## config.mk

```make
export PLATFORM = sky130hd
export DESIGN_NAME = iofm_pin_mux
export DESIGN_NICKNAME = d
export VERILOG_FILES = /design/src/logic/iofm_pkg.sv /design/src/logic/iofm_pin_mux.sv
export VERILOG_INCLUDE_DIRS = /design/src /design/src/logic
export SDC_FILE = /design/constraint.sdc
export NUM_CORES = 1
export LEC_CHECK = 0
export BUFFER_PORTS_ARGS = -buffer_cell sky130_fd_sc_hd__buf_2
export CORE_MARGIN = 2
export CORE_UTILIZATION = 62
export DETAILED_ROUTE_END_ITERATION = 10
export PLACE_DENSITY = 0.8
export RECOVER_POWER = 100
export SETUP_SLACK_MARGIN = 0.2
export SLEW_MARGIN = 30
export SYNTH_ARGS = -nofsm -noshare
export SYNTH_HDL_FRONTEND = slang
export SYNTH_SLANG_ARGS = --single-unit
```

## constraint.sdc

```tcl
create_clock -name core_clk -period 2.05 [get_ports core_clk]
set_input_delay 0.1025 -clock core_clk [delete_from_list [all_inputs] [get_ports core_clk]]
set_output_delay 0.1025 -clock core_clk [all_outputs]
set_load 0.05 [all_outputs]
```

## src/logic/iofm_params.svh

```systemverilog
// Constants for the connector pin function assignment block.
`ifndef IOFM_PARAMS_SVH
`define IOFM_PARAMS_SVH
`define IOFM_NUM_GIN 9
`define IOFM_NUM_GOUT 4
`define IOFM_NUM_IFN 20
`define IOFM_NUM_OFN 9
`define IOFM_PIN_W 4
`define IOFM_PIN_NONE 4'h0
`define IOFM_LVL_OPEN 1'b0
`define IOFM_RATE_W 3
`define IOFM_DIV_W 14
`define IOFM_CLK_HZ 125000000
`define IOFM_BPS_9600 9600
`define IOFM_BPS_19200 19200
`define IOFM_BPS_38400 38400
`define IOFM_BPS_57600 57600
`define IOFM_BPS_115200 115200
`define IOFM_FRAME_DATA_BITS 8
`define IOFM_FRAME_STOP_BITS 1
`endif

```

## src/logic/iofm_pkg.sv

```systemverilog
// Types for the connector pin function assignment block.
package iofm_pkg;
  typedef enum logic [4:0] {
    IOFM_IN_PANIC_HALT, IOFM_IN_MOTION_HALT, IOFM_IN_PAUSE, IOFM_IN_PAUSE_CANCEL,
    IOFM_IN_RESUME, IOFM_IN_FAULT_CLEAR, IOFM_IN_SENSOR, IOFM_IN_HOME,
    IOFM_IN_POS_LIMIT, IOFM_IN_NEG_LIMIT, IOFM_IN_ABORT, IOFM_IN_START,
    IOFM_IN_JOG_POS, IOFM_IN_JOG_NEG, IOFM_IN_SEEK_POS, IOFM_IN_SEEK_NEG,
    IOFM_IN_ENERGIZE, IOFM_IN_SHAFT_FREE, IOFM_IN_FOLLOW_ERR_CLEAR, IOFM_IN_TORQUE_LIMIT
  } iofm_in_fn_t;
  typedef enum logic [3:0] {
    IOFM_OUT_ALARM, IOFM_OUT_MOTION_END, IOFM_OUT_SEQ_RUN, IOFM_OUT_MOVING,
    IOFM_OUT_READY, IOFM_OUT_LIMITING, IOFM_OUT_PAUSED, IOFM_OUT_AT_ORIGIN,
    IOFM_OUT_BRAKE_RELEASE
  } iofm_out_fn_t;
  typedef enum logic [2:0] {
    IOFM_RATE_9600, IOFM_RATE_19200, IOFM_RATE_38400, IOFM_RATE_57600, IOFM_RATE_115200
  } iofm_rate_t;
endpackage : iofm_pkg

```

## src/logic/iofm_pin_mux.sv

```systemverilog
// Connector pin function assignment with staged, stored and active settings.
//
// Operation
// - Factory state: no functions, plain inputs/outputs.
// - Each input function selects its own input pin.
// - Level bit: 0 normally open, 1 inverts.
// - Both travel limits share one level setting.
// - Output functions assignable; brake release has no level.
// - Store command saves; settings act after a restart command.
// - Link rate defaults 9600; both ends must match.
// - Link framing 8N1 at five listed rates.
// - Unassigned inputs stay readable as general inputs.
`timescale 1ns/100ps
`include "iofm_params.svh"
module iofm_pin_mux (
  // Clock and reset.
  input wire logic core_clk,
  input wire logic rst_n,
  // Connector pins.
  input wire logic [`IOFM_NUM_GIN-1:0] general_input,
  output logic [`IOFM_NUM_GOUT-1:0] general_output,
  // Setting writes, staged until stored and then until the next restart.
  input wire logic cfg_wr,
  input wire logic cfg_is_output,
  input wire logic [4:0] cfg_index,
  input wire logic [`IOFM_PIN_W-1:0] cfg_pin,
  input wire logic cfg_level,
  input wire logic cfg_rate_wr,
  input wire iofm_pkg::iofm_rate_t link_rate_setting,
  input wire logic store_settings_cmd,
  input wire logic restart_cmd,
  input wire logic factory_reset_cmd,
  // Internal function states from the controller core.
  input wire logic [`IOFM_NUM_OFN-1:0] out_fn_state,
  input wire logic [`IOFM_NUM_GOUT-1:0] general_out_req,
  // Decoded input functions, active high.
  output logic [`IOFM_NUM_IFN-1:0] in_fn_active,
  output logic [`IOFM_NUM_IFN-1:0] in_fn_rise,
  // General input readback.
  output logic [`IOFM_NUM_GIN-1:0] general_in_state,
  output logic [`IOFM_NUM_GIN-1:0] general_in_free,
  // Active link rate.
  output iofm_pkg::iofm_rate_t link_rate_active,
  output logic [`IOFM_DIV_W-1:0] link_bit_divisor
);
  import iofm_pkg::*;

  localparam int NI = `IOFM_NUM_IFN;
  localparam int NO = `IOFM_NUM_OFN;
  localparam int NG = `IOFM_NUM_GIN;
  localparam int NQ = `IOFM_NUM_GOUT;
  localparam logic [4:0] POS_LIM = 5'(IOFM_IN_POS_LIMIT);
  localparam logic [4:0] NEG_LIM = 5'(IOFM_IN_NEG_LIMIT);
  localparam logic [4:0] BRAKE = 5'(IOFM_OUT_BRAKE_RELEASE);

  ////////////////////////////////////////////////////////////////////////////////
  // Three copies of every setting: staged by writes, stored by the save command,
  // and active, which is the only copy the pin logic looks at.

  logic [`IOFM_PIN_W-1:0] stg_in_pin [NI];
  logic [`IOFM_PIN_W-1:0] sav_in_pin [NI];
  logic [`IOFM_PIN_W-1:0] act_in_pin [NI];
  logic [NI-1:0] stg_in_lvl;
  logic [NI-1:0] sav_in_lvl;
  logic [NI-1:0] act_in_lvl;
  logic [`IOFM_PIN_W-1:0] stg_out_pin [NO];
  logic [`IOFM_PIN_W-1:0] sav_out_pin [NO];
  logic [`IOFM_PIN_W-1:0] act_out_pin [NO];
  logic [NO-1:0] stg_out_lvl;
  logic [NO-1:0] sav_out_lvl;
  logic [NO-1:0] act_out_lvl;
  iofm_rate_t stg_rate;
  iofm_rate_t sav_rate;
  logic load_pending;

  // A restart copies the stored settings into the active set on the edge that samples it.
  wire apply_now = load_pending | restart_cmd;
  wire wr_in = cfg_wr & ~cfg_is_output & (cfg_index < 5'(NI));
  wire wr_out = cfg_wr & cfg_is_output & (cfg_index < 5'(NO));
  // Writing either travel limit level writes the single shared bit.
  wire [4:0] in_lvl_index = (cfg_index == NEG_LIM) ? POS_LIM : cfg_index;

  always_ff @(posedge core_clk or negedge rst_n) begin
    if (!rst_n) begin
      load_pending <= 1'b1;
    end else begin
      load_pending <= 1'b0;
    end
  end

  generate
    for (genvar f = 0; f < NI; f++) begin : g_in_cfg
      always_ff @(posedge core_clk or negedge rst_n) begin
        if (!rst_n) begin
          stg_in_pin[f] <= `IOFM_PIN_NONE;
          sav_in_pin[f] <= `IOFM_PIN_NONE;
          act_in_pin[f] <= `IOFM_PIN_NONE;
          stg_in_lvl[f] <= `IOFM_LVL_OPEN;
          sav_in_lvl[f] <= `IOFM_LVL_OPEN;
          act_in_lvl[f] <= `IOFM_LVL_OPEN;
        end else begin
          if (factory_reset_cmd) begin
            stg_in_pin[f] <= `IOFM_PIN_NONE;
            sav_in_pin[f] <= `IOFM_PIN_NONE;
            stg_in_lvl[f] <= `IOFM_LVL_OPEN;
            sav_in_lvl[f] <= `IOFM_LVL_OPEN;
          end else begin
            if (wr_in && cfg_index == 5'(f)) begin
              stg_in_pin[f] <= (cfg_pin > 4'(NG)) ? `IOFM_PIN_NONE : cfg_pin;
            end
            if (wr_in && in_lvl_index == 5'(f)) begin
              stg_in_lvl[f] <= cfg_level;
            end
            if (store_settings_cmd) begin
              sav_in_pin[f] <= stg_in_pin[f];
              sav_in_lvl[f] <= stg_in_lvl[f];
            end
          end
          if (apply_now) begin
            act_in_pin[f] <= sav_in_pin[f];
            act_in_lvl[f] <= sav_in_lvl[f];
          end
        end
      end
    end

    for (genvar o = 0; o < NO; o++) begin : g_out_cfg
      always_ff @(posedge core_clk or negedge rst_n) begin
        if (!rst_n) begin
          stg_out_pin[o] <= `IOFM_PIN_NONE;
          sav_out_pin[o] <= `IOFM_PIN_NONE;
          act_out_pin[o] <= `IOFM_PIN_NONE;
          stg_out_lvl[o] <= `IOFM_LVL_OPEN;
          sav_out_lvl[o] <= `IOFM_LVL_OPEN;
          act_out_lvl[o] <= `IOFM_LVL_OPEN;
        end else begin
          if (factory_reset_cmd) begin
            stg_out_pin[o] <= `IOFM_PIN_NONE;
            sav_out_pin[o] <= `IOFM_PIN_NONE;
            stg_out_lvl[o] <= `IOFM_LVL_OPEN;
            sav_out_lvl[o] <= `IOFM_LVL_OPEN;
          end else begin
            if (wr_out && cfg_index == 5'(o)) begin
              stg_out_pin[o] <= (cfg_pin > 4'(NQ)) ? `IOFM_PIN_NONE : cfg_pin;
              // The brake release output never takes a level setting.
              stg_out_lvl[o] <= (5'(o) == BRAKE) ? `IOFM_LVL_OPEN : cfg_level;
            end
            if (store_settings_cmd) begin
              sav_out_pin[o] <= stg_out_pin[o];
              sav_out_lvl[o] <= stg_out_lvl[o];
            end
          end
          if (apply_now) begin
            act_out_pin[o] <= sav_out_pin[o];
            act_out_lvl[o] <= sav_out_lvl[o];
          end
        end
      end
    end
  endgenerate

  ////////////////////////////////////////////////////////////////////////////////
  // Link rate: staged, stored and applied like the pin settings.

  always_ff @(posedge core_clk or negedge rst_n) begin
    if (!rst_n) begin
      stg_rate <= IOFM_RATE_9600;
      sav_rate <= IOFM_RATE_9600;
      link_rate_active <= IOFM_RATE_9600;
    end else begin
      if (factory_reset_cmd) begin
        stg_rate <= IOFM_RATE_9600;
        sav_rate <= IOFM_RATE_9600;
      end else begin
        if (cfg_rate_wr) begin
          stg_rate <= link_rate_setting;
        end
        if (store_settings_cmd) begin
          sav_rate <= stg_rate;
        end
      end
      if (apply_now) begin
        link_rate_active <= sav_rate;
      end
    end
  end

  // Bit period in core clocks for the stored rate, loaded with it on apply; the framing is 8N1.
  wire [31:0] next_div_wide = (sav_rate == IOFM_RATE_115200) ? 32'(`IOFM_CLK_HZ / `IOFM_BPS_115200) :
                              (sav_rate == IOFM_RATE_57600) ? 32'(`IOFM_CLK_HZ / `IOFM_BPS_57600) :
                              (sav_rate == IOFM_RATE_38400) ? 32'(`IOFM_CLK_HZ / `IOFM_BPS_38400) :
                              (sav_rate == IOFM_RATE_19200) ? 32'(`IOFM_CLK_HZ / `IOFM_BPS_19200) :
                              32'(`IOFM_CLK_HZ / `IOFM_BPS_9600);

  always_ff @(posedge core_clk or negedge rst_n) begin
    if (!rst_n) begin
      link_bit_divisor <= `IOFM_DIV_W'(`IOFM_CLK_HZ / `IOFM_BPS_9600);
    end else if (apply_now) begin
      link_bit_divisor <= next_div_wide[`IOFM_DIV_W-1:0];
    end
  end

  ////////////////////////////////////////////////////////////////////////////////
  // Input functions: select pin, apply level, then detect the leading edge.

  logic [NI-1:0] next_fn_active;
  logic [NG-1:0] next_claimed;

  generate
    for (genvar f = 0; f < NI; f++) begin : g_in_fn
      wire assigned = (act_in_pin[f] != `IOFM_PIN_NONE);
      wire [3:0] sel = act_in_pin[f] - 4'h1;
      wire raw = assigned ? general_input[sel] : 1'b0;
      // The limit pair reads the shared level bit held at the positive slot.
      wire lvl = (5'(f) == NEG_LIM) ? act_in_lvl[POS_LIM] : act_in_lvl[f];
      assign next_fn_active[f] = assigned & (raw ^ lvl);
    end
    for (genvar g = 0; g < NG; g++) begin : g_claim
      logic hit;
      always_comb begin
        hit = 1'b0;
        for (int f = 0; f < NI; f++) begin
          hit = hit | (act_in_pin[f] == 4'(g + 1));
        end
      end
      assign next_claimed[g] = hit;
    end
  endgenerate

  always_ff @(posedge core_clk or negedge rst_n) begin
    if (!rst_n) begin
      in_fn_active <= '0;
      in_fn_rise <= '0;
      general_in_state <= '0;
      general_in_free <= '1;
    end else begin
      in_fn_active <= next_fn_active;
      in_fn_rise <= next_fn_active & ~in_fn_active;
      general_in_state <= general_input;
      general_in_free <= ~next_claimed;
    end
  end

  ////////////////////////////////////////////////////////////////////////////////
  // Output pins: an assigned function wins, else the general request drives it.
  // Should two functions claim one pin, the higher-numbered function wins.

  logic [NQ-1:0] next_out;

  generate
    for (genvar q = 0; q < NQ; q++) begin : g_out_pin
      logic v;
      always_comb begin
        v = general_out_req[q];
        for (int o = 0; o < NO; o++) begin
          if (act_out_pin[o] == 4'(q + 1)) begin
            v = out_fn_state[o] ^ act_out_lvl[o];
          end
        end
      end
      assign next_out[q] = v;
    end
  endgenerate

  always_ff @(posedge core_clk or negedge rst_n) begin
    if (!rst_n) begin
      general_output <= '0;
    end else begin
      general_output <= next_out;
    end
  end
endmodule : iofm_pin_mux

```

== After elaboration in Yosys (flattened, before gate mapping) ==
Index checks and enable logic that the tools add are counted.
Storage, ports and cells
  register bits: 518
  word-level logic and storage cells: 1166
  output and inout port bits: 79
  bits of input ports: 43
Cells by class
  magnitude comparators: 24
  $add $sub $neg: 20
  bitwise operators: 229
  reduce and logical (&&, ||, !) cells: 120
  multiplexer cells: 335
  eq/ne operators: 257
Operators by type and width (count)
  $mux W4: 118
  $eq A4 B3 Y1 const B: 89
  $eq A4 B2 Y1 const B: 58
  $mux W1: 188
  $or A1 B1 Y1: 172
  $eq A4 B4 Y1 const B: 40
  $eq A4 B1 Y1 const B: 29
  $lt A4 B5 Y1 const B: 20
  $reduce_bool A2 Y1: 50
  $bmux W1 S4: 20
  $reduce_bool A4 Y1: 20
  $sub A4 B1 Y4 const B: 20
  $eq A5 B4 Y1 const B: 15
  $mux W14: 4
  $logic_and A1 B1 Y1: 48
  $eq A5 B3 Y1 const B: 8
  $eq A5 B5 Y1 const B: 8
  $xor A1 B1 Y1: 29
  $and A1 B1 Y1: 24
  $and A20 B20 Y20: 1
  $eq A5 B2 Y1 const B: 4
  $not A20 Y20: 1
  $mux W3: 4
  $eq A5 B1 Y1 const B: 2
  other kinds (11): 13

== Logic depth before layout (Yosys ltp) ==
Gate-level depths: netlist of run 1.
  word-level depth: 21
  mapped depth: 7
  depth with buffers taken out: 7

== Least setup slack after synthesis of run 1 ==
Ideal clock, no wire load.
  kind: reg-to-reg
  start: register act_in_pin[76] (netlist name)
  end: register in_fn_rise[0]
  setup slack: 274 ps
  clock period less this slack: 1776 ps
  data required time: 1961 ps
  stages on the path, launching flop included: 8
  path buffers: 0
  library setup time: 89 ps
  arrival: 1687 ps
  cells stage by stage: dfrtp_1 inv_1 ha_1 mux4_1 a31oi_1 a31oi_1 xnor2_1 a211oi_2
Between the ends
  cells in the longest elaborated chain, start to end: 7
  elaborated cells on any way between the ends: 8
  those cells by class: add/sub (1); mux (3); bitwise (3); reduce/logical (1)
Ends and longest elaborated chain
  start, declared: line iofm_pin_mux.sv:62  | logic [`IOFM_PIN_W-1:0] act_in_pin [NI];
  start signal, assigned by index: line iofm_pin_mux.sv:97  | act_in_pin[f] <= `IOFM_PIN_NONE;
  start signal, assigned by index: line iofm_pin_mux.sv:120  | act_in_pin[f] <= sav_in_pin[f];
  $sub A4 B1 Y4: line iofm_pin_mux.sv:212  | wire [3:0] sel = act_in_pin[f] - 4'h1;
  $bmux W1 S4: line iofm_pin_mux.sv:213  | wire raw = assigned ? general_input[sel] : 1'b0;
  $mux W1 (implied by the code): line iofm_pin_mux.sv:213
  $mux W1: line iofm_pin_mux.sv:213
  $xor A1 B1 Y1: line iofm_pin_mux.sv:216  | assign next_fn_active[f] = assigned & (raw ^ lvl);
  $and A1 B1 Y1 (*): line iofm_pin_mux.sv:216
  $and A20 B20 Y20 (*): line iofm_pin_mux.sv:238  | in_fn_rise <= next_fn_active & ~in_fn_active;
  end signal, assigned: line iofm_pin_mux.sv:238
  end, declared: line iofm_pin_mux.sv:38  | output logic [`IOFM_NUM_IFN-1:0] in_fn_rise,
Every way passes the cells marked *; elsewhere a longest branch is shown, timed or not. The select of a mux whose other input is x is not followed.
A chain may end at the register's enable or synchronous reset.

== Worst setup path in the final report of run 1 ==
  start: register act_in_pin[32] (netlist name)
  end: register in_fn_rise[11]
Same word-level chain as after synthesis.

==> results.md, run 1 <==
- Vias/cell: 6.376
- Die X: 204.7 µm
- Initial DRC Count: 2041
- Setup TNS: 0 ps
- Setup crit end: in_fn_rise[11]
- VDD IR max: 0.0007326 V
- Clk_skew: 19.29 ps
- Tot GR Track Use: 0.3672
- GP Congestion: 1.011
- Max incr delay on CP: 510 ps
- Worst Tran Pin Value: 1231 ps
- Worst-path clk slew: 60 ps
- Maximum root-to-sink buffer count: 3
- IO Count: 122
- Final period util: 0.9553
- 1st-pass router iterations: 9
- Hold WC Path Type: input pin to flip-flop
- Vias in the first global route: 20010
- Vias: 20290
- Slew Viols, Final: 0
- Cells after synthesis: 2377
- Post-Syn Nets: 2501
- Max-Cap Viols: 0
- Outcome: finished clean
- Clk_lat worst skew: 610 ps
- Core ar.: 39730 µm²
- Antenna diode count: 0
- LEAKAGE: 13.62 nW
- Startpoint types: flip-flop
- Worst path required time: 2560 ps
- Grt ovf: 0
- Htree depth: 2
- Worst setup EP type: flip-flop
- Layout Nets: 2742
- Share of layout cells above drive strength 1: 0.1547
- Number of synthesized register bits: 512
- Register area share after synthesis: 0.5140
- HPWL Detailed: 50540 µm
- CP max FO: 5
- Antenna Nets Post-Route: 0
- YS warnings: 0
- Cell area after synthesis: 24970 µm²
- Main synth FF type: dfrtp_1
- Detailed-route wire length: 77110 µm
- Initial antenna violation count: 0
- Max_slew headroom: 0.1797
- Arrival time worst endpoint: 2470 ps
- Starting Density: 0.6284
- Routed len/inst: 24.23 µm
- Ys async rst share: 1.000
- DIE AREA: 41890 µm²
- Fin crit period: 1958 ps
- Post-synth EDFFs: 0
- Power per cell area: 719.2 nW/µm²
- Slowest cell on crit path: or4_4
- CTS buffer count: 51
- Worst setup path class: flip-flop to flip-flop
- Worst r2r path cells: 7
- Die H: 204.7 µm
- Final setup vio count: 0
- Total power: 21.09 mW
- Syn Area/Cell: 10.50 µm²
- R2r startpoint: act_in_pin[32]
- Remaining DRCs: 0
- CTS sink count: 512
- Endpoints failing hold: 0
- RSZ-0062 raised after global routing: yes
- R2r endpoint: in_fn_rise[11]
- CTS tree: done
- Cell variety after synth: 61
- PortBufs: 121
- Row count: 73
- Fmax: 0.5106 GHz
- R2R setup slack: 90 ps
- First-pass GRT wire length: 116700 µm
- Crit path cell chain: buf_6, or4_4, a31oi_1, a31oi_2, xnor2_1, buf_4, a211oi_2
- CP startpoint: act_in_pin[32]
- Area added between synthesis and finish: 17.47%
- Root Buffer Master: clkbuf_16
- Largest net degree at the start of global routing: 152
-- power by group --
group | internal (mW) | switching, mW
registers | 10.2 | 0.0300
logic | 0.348 | 0.933
clock network | 5.55 | 4.07
-- flip-flops by register name, summed over array words and instances (netlist names) --
register,flops
act_in_pin,80
act_out_lvl,8
act_out_pin,36
g_in_fn.lvl,19
general_in_free,9
general_in_state,9
general_output,4
in_fn_active,20
in_fn_rise,20
link_bit_divisor,11
link_rate_active,3
load_pending,1
sav_in_lvl,19
sav_in_pin,80
sav_out_lvl,8
sav_out_pin,36
sav_rate,3
stg_in_lvl,19
stg_in_pin,80
stg_out_lvl,8
stg_out_pin,36
stg_rate,3
-- metal layers --
| layer | vias to the layer above | routed length [µm] | GRT usage |
|---|---|---|---|
| li1 | 8883 | - | - |
| met1 | 10160 | 31230 | 0.4940 |
| met2 | 980 | 36500 | 0.5889 |
| met3 | 266 | 5572 | 0.05950 |
| met4 | 0 | 3799 | 0.1700 |
| met5 | - | 0 | 0 |
-- area by class of cell --
type | count | area, µm²
timing repair buffer | 311 | 2072
inverter | 43 | 163.9
sequential | 512 | 12860
fill | 2747 | 10410
clock inverter | 16 | 224.0
clock buffer | 76 | 1491
multi-input combinational | 1699 | 11860
tap | 525 | 656.9
-- how the worst min path moves through the flow --
stage                       start             end  slack, ps  depth (start not counted)
5_1_grt        store_settings_cmd   sav_in_pin[5]         30                          3
3_3_place_gp                rst_n  in_fn_rise[11]        130                          1
2_1_floorplan               rst_n   act_in_pin[0]       -190                          0
3_5_place_dp                rst_n  in_fn_rise[11]        130                          1
6_report        factory_reset_cmd  sav_out_pin[0]         20                          3
4_1_cts              cfg_index[1]   stg_in_lvl[8]        0.6                          4
-- through the flow --
stage	hold slack [ps]	std cells	cell area [µm²]	utilization	worst slack, ps
floorplan	-193.1	2377	24970	-	273.5
global placement	126.0	2996	26700	0.6720	187.8
detailed placement	129.6	2996	26700	0.6720	23.57
CTS	0.5723	3158	29090	0.7322	128.2
global route	31.25	3182	29330	0.7381	10.09
finish	18.73	3182	29330	0.7381	91.70
-- repair_timing --
action	CTS	global route
setup endpoints to repair	41	47
hold endpoints to repair	460	0
hold buffers	19	0
pin swaps	18	46
gates resized for setup	34	120
buffers inserted	51	24
-- cell usage in the layout, fill, tap and decap left out, types with 36 or more instances in the layout --
master / instances
nor2_1: 208
buf_2: 37
dfrtp_1: 475
nand3b_1: 92
nand2_1: 423
a22oi_1: 84
a21oi_1: 43
o21ai_0: 134
nor2b_1: 46
nand3_1: 44
clkbuf_1: 119
a31oi_1: 36
mux2i_1: 181
clkbuf_16: 52
nand4_1: 42
buf_4: 115
xnor2_1: 43
ha_1: 65
-- cells in the mapped netlist, drive strengths merged, types with 2 or more instances --
master,instances,area share
nand2b,27,0.0068
mux4,40,0.042
nand3b,92,0.028
dfstp,17,0.018
clkbuf,100,0.015
nand3,44,0.0088
or2,3,0.00075
or4b,4,0.0016
dfrtp,495,0.50
xor2,7,0.0025
o31ai,21,0.0063
nand4b,2,0.00070
a22oi,84,0.025
nor4,2,0.00050
nor2,209,0.032
nand2,423,0.064
nor2b,46,0.012
ha,81,0.041
and3b,3,0.0011
nor3,13,0.0030
nor3b,9,0.0029
inv,43,0.0065
buf,23,0.0049
nor4bb,4,0.0016
o21ai,136,0.027
a22o,6,0.0021
a21o,3,0.00090
mux2i,181,0.073
a221oi,4,0.0014
a21oi,46,0.0092
a211oi,22,0.011
nor4b,21,0.0082
nand4,42,0.011
or4,20,0.0060
or3,2,0.00050
a31oi,45,0.011
xnor2,44,0.015
-- kinds of logic (layout without fill, tap and decap cells) --
kind of cell | after synthesis | after routing | share of synthesized area
adders and majority gates | 81 | 81 | 0.04059
xor gates and xnor gates | 51 | 51 | 0.01789
buffers and inverters | 166 | 446 | 0.02646
and+or+nand+nor | 969 | 969 | 0.1886
DFF | 512 | 512 | 0.5140
muxes | 221 | 221 | 0.1147
other | 1 | 1 | 0.0001502
AOI/OAI and AO/OA | 376 | 376 | 0.09757
-- worst max-delay path, delay by kind of cell (launching register included) --
family                    cells  cell delay (ps)
AOI/OAI and AO/OA             3              450
xor gates and xnor gates      1              150
buffers and inverters         2              320
DFF                           1              430
and+or+nand+nor               1              510
No activity file was read; power rests on OpenSTA's default activity.
==> inputs of run 2 (changes only) <==
--- a/config.mk
+++ b/config.mk
@@ -12,6 +12,7 @@
 export DETAILED_ROUTE_END_ITERATION = 10
 export PLACE_DENSITY = 0.8
 export RECOVER_POWER = 100
+export REMOVE_ABC_BUFFERS = 1
 export SETUP_SLACK_MARGIN = 0.2
 export SLEW_MARGIN = 30
 export SYNTH_ARGS = -nofsm -noshare
==> run 2 against run 1 <==
Largest cell class unchanged. Sequential share of layout area about the same. Core utilization increased by 0.063 points. The run now ends with capacitance limit, slew limit left. Sequential power is essentially flat. First-iteration DRC count is 3.3% lower. Critical endpoint is now general_in_free[2].
==> results.md, run 2 (same netlist as run 1, synthesis figures left out) <==
- Htree depth: 2
- Tot GR Track Use: 0.3628
- Switching Share: 0.2400
- Commonest non-fill, non-tap cell in the layout: dfrtp_1
- Area added between synthesis and finish: 17.57%
- IO Count: 122
- Core ar.: 39730 µm²
- Initial antenna violation count: 0
- Maximum root-to-sink buffer count: 3
- PortBufs: 121
- Slowest cell on crit path: nor3_1
- Hold WC Path Type: input pin to async pin
- Outcome: complete, but fails checks
- Max_slew headroom: -0.005143
- Grt ovf: 0
- R2R setup slack: 10 ps
- Starting Density: 0.6284
- Antenna Nets Post-Route: 0
- Switch Pwr: 5.141 mW
- Remaining DRCs: 0
- CP max FO: 6
- Endpoints failing hold: 0
- VDD IR max: 0.0006333 V
- CTS sink count: 512
- Routed len/inst: 23.93 µm
- First-pass GRT wire length: 116000 µm
- Die X: 204.7 µm
- R2r startpoint: act_in_pin[48]
- Worst path required time: 2510 ps
- CTS tree: done
- CP top delay family: simple AND/OR/NAND/NOR gates
- Worst setup EP type: flip-flop
- Detailed-route wire length: 76250 µm
- R2r endpoint: general_in_free[2]
- Final setup vio count: 0
- Seq pwr share: 0.476
- Vias: 20380
- Fmax: 0.4904 GHz
- Arrival time worst endpoint: 2500 ps
- Clk_lat worst skew: 620 ps
- Worst r2r path cells: 6
- 1st-pass router iterations: 6
- CP Buf/Inv Count: 2
- CTS buffer count: 52
- GP Congestion: 1.004
- Placed Cells: 2991
- LEAKAGE: 13.64 nW
- Startpoint types: flip-flop
- Die H: 204.7 µm
- Worst Tran Pin Value: 1508 ps
- Share of layout cells above drive strength 1: 0.1605
- Largest net degree at the start of global routing: 201
- Clock Power Share: 0.465
- Failing checks: capacitance limit, slew limit
- Root Buffer Master: clkbuf_16
- Max-Cap Viols: 1
- Vias in the first global route: 20080
- Slew Viols, Final: 91
- Clk_skew: 39.88 ps
- Most frequent cells in the layout: 477 x dfrtp_1, 423 x nand2_1, 202 x nor2_1
- Worst-path clk slew: 70 ps
- Post-route cell area: 29350 µm²
- Final std cells w/o fill: 3186
- Filler cells: 2715
- Placed Instance Area: 26640 µm²
- Final period util: 0.9947
- Crit path cell chain: buf_6, buf_4, ha_1, a22oi_2, nand4_1, nor3_1
- Initial DRC Count: 1973
- Int Pwr: 16.28 mW
- Worst setup path class: flip-flop to flip-flop
- Fin util: 0.7388
- RSZ-0062 raised after global routing: yes
- HPWL Detailed: 49900 µm
- DIE AREA: 41890 µm²
- Biggest regs: act_in_pin (80), sav_in_pin (80), stg_in_pin (80)
- Fin crit period: 2039 ps
- Vias/cell: 6.398
- Layout Nets: 2744
- Row count: 73
- Power per cell area: 729.8 nW/µm²
- Comb power frac: 0.059
- Antenna diode count: 0
- Max incr delay on CP: 470 ps
## run 2: cell types whose count changed in the layout (fill, tap and decap cells not counted), moves of 5 or more
cell	before	now
nor2_1	208	202
clkbuf_4	2	7
buf_12	11	5
clkbuf_2	8	14
clkbuf_1	119	106
nor2_2	0	6
buf_6	12	18
## run 2: layout make-up
| class | instances | area, µm² | share of cell area |
|---|---|---|---|
| Sequential cell | 512 | 12860 | 0.4380 |
| Multi-Input combinational cell | 1699 | 11810 | 0.4024 |
| Timing Repair Buffer | 312 | 2044 | 0.06965 |
| Clock buffer | 72 | 1498 | 0.05103 |
| Tap cell | 525 | 656.9 | 0.02238 |
| Clock inverter | 23 | 317.8 | 0.01083 |
| Inverter | 43 | 166.4 | 0.005669 |
## run 2: power by group through the flow
stage | logic [mW] | registers [mW] | clock network (mW)
floorplan | 0.330 | 10.5 | 0
global placement | 1.25 | 10.4 | 0
detailed placement | 1.27 | 10.4 | 0
CTS | 1.31 | 10.2 | 10.0
global route | 1.35 | 10.2 | 10.5
finish | 1.27 | 10.2 | 9.96
## run 2: worst max path at each step
stage,startpoint,end,slack [ps],cells after the start
after global placement,act_in_pin[4],in_fn_rise[18],190,7
after global routing,act_in_pin[48],in_fn_rise[7],30,8
after detailed placement,act_in_pin[0],in_fn_rise[19],40,7
after floorplan,load_pending,link_bit_divisor[10],-2320,3
final,act_in_pin[48],general_in_free[2],10,6
after CTS,act_in_pin[48],in_fn_rise[7],170,8
## run 2: what timing repair did
item,4_1_cts,5_1_grt
setup endpoints to repair,39,50
pin swaps,5,49
gates resized for setup,25,112
setup buffers,53,30
hold buffers,17,0
hold endpoints to repair,486,0
## run 2: layer usage
metal | wire length, µm | vias up | track usage
li1 | - | 8903 | -
met5 | 0 | - | 0
met4 | 3806 | 0 | 0.1718
met2 | 36680 | 966 | 0.5869
met3 | 5767 | 231 | 0.05918
met1 | 29990 | 10280 | 0.4816
## run 2: through the flow
stage / TNS [ps] / hold slack (ps) / total power, mW / setup WS (ps)
final: 0 / 19.54 / 21.42 / 10.78
after CTS: 0 / 5.536 / 21.54 / 173.1
after global placement: 0 / 97.94 / 11.63 / 186.3
after global routing: 0 / 44.60 / 22.00 / 28.41
after detailed placement: 0 / 99.18 / 11.65 / 44.01
after floorplan: -252450 / -193.1 / 10.84 / -2317
==> inputs of run 3 (changes only) <==
--- a/config.mk
+++ b/config.mk
@@ -10,6 +10,7 @@
 export CORE_MARGIN = 2
 export CORE_UTILIZATION = 62
 export DETAILED_ROUTE_END_ITERATION = 10
+export GPL_TIMING_DRIVEN = 0
 export PLACE_DENSITY = 0.8
 export RECOVER_POWER = 100
 export REMOVE_ABC_BUFFERS = 1
@@ -18,3 +19,4 @@
 export SYNTH_ARGS = -nofsm -noshare
 export SYNTH_HDL_FRONTEND = slang
 export SYNTH_SLANG_ARGS = --single-unit
+export TNS_END_PERCENT = 1
==> run 3 against run 2 <==
Clock-buffer cell count decreased by 5. Clock skew decreased by 15 ps. The run ends with hold timing left. First-iteration DRC count increased by 4.2%. Core utilization decreased by 0.46 points. Register-to-register slack improved by 30 ps. Setup slack improved by 25 ps. Critical path depth increased by 1. Wire length decreased by 3.8%. Sequential cell count unchanged. Critical path type unchanged. Clock power about the same. Power increased by 1.5%.
==> results.md, run 3 (same netlist as run 1, synthesis figures left out) <==
- Final period util: 0.9823
- Clock Power Share: 0.469
- Min Hold Slack: -0.4699 ps
- Int Pwr: 16.60 mW
- First-pass GRT wire length: 113000 µm
- Grt ovf: 0
- Share of layout cells above drive strength 1: 0.1633
- Endpoints failing hold: 1
- Max_slew headroom: 0.3587
- Total power: 21.73 mW
- Final setup vio count: 0
- Tot GR Track Use: 0.3536
- Row count: 73
- GP Congestion: 0.9842
- Slew Viols, Final: 0
- Die X: 204.7 µm
- CTS tree: done
- Core ar.: 39730 µm²
- Met3 usage in global routing: 0.04932
- Remaining DRCs: 0
- Grt met1 use: 0.4612
- RSZ-0062 raised after global routing: yes
- Vias: 19660
- Detailed-route wire length: 73340 µm
- Biggest regs: act_in_pin (80), sav_in_pin (80), stg_in_pin (80)
- Vias/cell: 6.370
- Arrival time worst endpoint: 2480 ps
- Worst path required time: 2510 ps
- Seq pwr share: 0.469
- R2R setup slack: 40 ps
- Worst-path clk slew: 60 ps
- Startpoint types: flip-flop
- Worst r2r path cells: 7
- Routed len/inst: 23.77 µm
- Failing checks: hold timing
- CTS sink count: 512
- Htree depth: 2
- Initial antenna violation count: 2
- Worst setup margin: 36.19 ps
- Hold WC Path Type: input pin to flip-flop
- Worst Tran Pin Value: 960.8 ps
- Worst setup EP type: flip-flop
- Comb power frac: 0.062
- CP max FO: 4
- Antenna Nets Post-Route: 0
- Root Buffer Master: clkbuf_16
- HPWL Detailed: 47700 µm
- Grt met2 use: 0.5866
- Layout Nets: 2643
- Initial DRC Count: 2055
- Max-Cap Viols: 0
- Gr busiest metal: met2
- Maximum root-to-sink buffer count: 3
- DIE AREA: 41890 µm²
- 1st-pass router iterations: 6
- Vias in the first global route: 19850
- IO Count: 122
- Clk_lat worst skew: 620 ps
- PortBufs: 121
- Switching Share: 0.2363
- Worst setup path class: flip-flop to flip-flop
- Switch Pwr: 5.136 mW
- Commonest non-fill, non-tap cell in the layout: dfrtp_1
- Fin crit period: 2014 ps
- CTS buffer count: 52
- Clk_skew: 25.02 ps
- Fmax: 0.4966 GHz
- LEAKAGE: 13.62 nW
- Dpl ws: -527.3 ps
- Area added between synthesis and finish: 16.83%
- Hold path cells: 5
- Most frequent cells in the layout: 469 x dfrtp_1, 421 x nand2_1, 201 x nor2_1
- Outcome: complete, but fails checks
- Largest net degree at the start of global routing: 127
- Power per cell area: 745.1 nW/µm²
- Starting Density: 0.6284
- Die H: 204.7 µm
- VDD IR max: 0.0006195 V
-- run 3: worst paths after layout --
| path | start | to |
|---|---|---|
| setup / recovery | act_in_pin[77] | in_fn_rise[0] |
| hold / removal | cfg_index[2] | stg_in_lvl[13] |
| setup reg to reg | act_in_pin[77] | in_fn_rise[0] |
| hold reg to reg | in_fn_active[6] | in_fn_rise[6] |
| max in group asynchronous | rst_n | act_in_pin[36] |
| min in group asynchronous | rst_n | general_in_state[5] |
-- run 3: power by group through the flow --
stage | Combinational (mW) | Sequential [mW] | Clock, mW
floorplan | 0.330 | 10.5 | 0
global placement | 1.18 | 10.4 | 0
detailed placement | 1.26 | 10.4 | 0
CTS | 1.33 | 10.2 | 10.3
global route | 1.43 | 10.2 | 10.7
finish | 1.35 | 10.2 | 10.2
-- run 3: layout make-up --
cell class / count / area [µm²]
clock buffer: 67 / 1448
inverter: 43 / 163.9
sequential: 512 / 12870
clock inverter: 28 / 401.6
fill: 2670 / 10560
timing repair buffer: 210 / 1758
tap: 525 / 656.9
antenna: 1 / 2.502
multi-input combinational: 1700 / 11870
-- run 3: timing repair --
| item | CTS | global route |
|---|---|---|
| setup buffers | 25 | 10 |
| resized for setup | 36 | 68 |
| endpoints found under the setup margin | 90 | 88 |
| pin swaps | 10 | 25 |
| hold buffers | 34 | 0 |
| hold endpoints to repair | 365 | 0 |
| cloned | 1 | 0 |
-- run 3: metrics by stage --
step / util / instances / instance area, µm² / TNS [ps]
after CTS: 0.7250 / 3075 / 28800 / 0
final: 0.7342 / 3086 / 29170 / 0
after global placement: 0.6476 / 2900 / 25730 / -5956660
after floorplan: - / 2254 / 24470 / -252450
after global routing: 0.7342 / 3086 / 29170 / -66.72
after detailed placement: 0.6616 / 2920 / 26290 / -10220
-- run 3: worst max-delay path, cell delays in order (launching register included) --
cell,delay (ps)
dfrtp_1,390
inv_2,90
ha_4,280
mux4_2,320
a31oi_4,210
a31oi_4,50
xnor2_2,190
a211oi_2,350
-- run 3: per-layer routing --
metal	share of wire	vias up
met5	0	-
met4	0.050	0
met3	0.068	242
met2	0.48	884
met1	0.40	9828
li1	-	8705
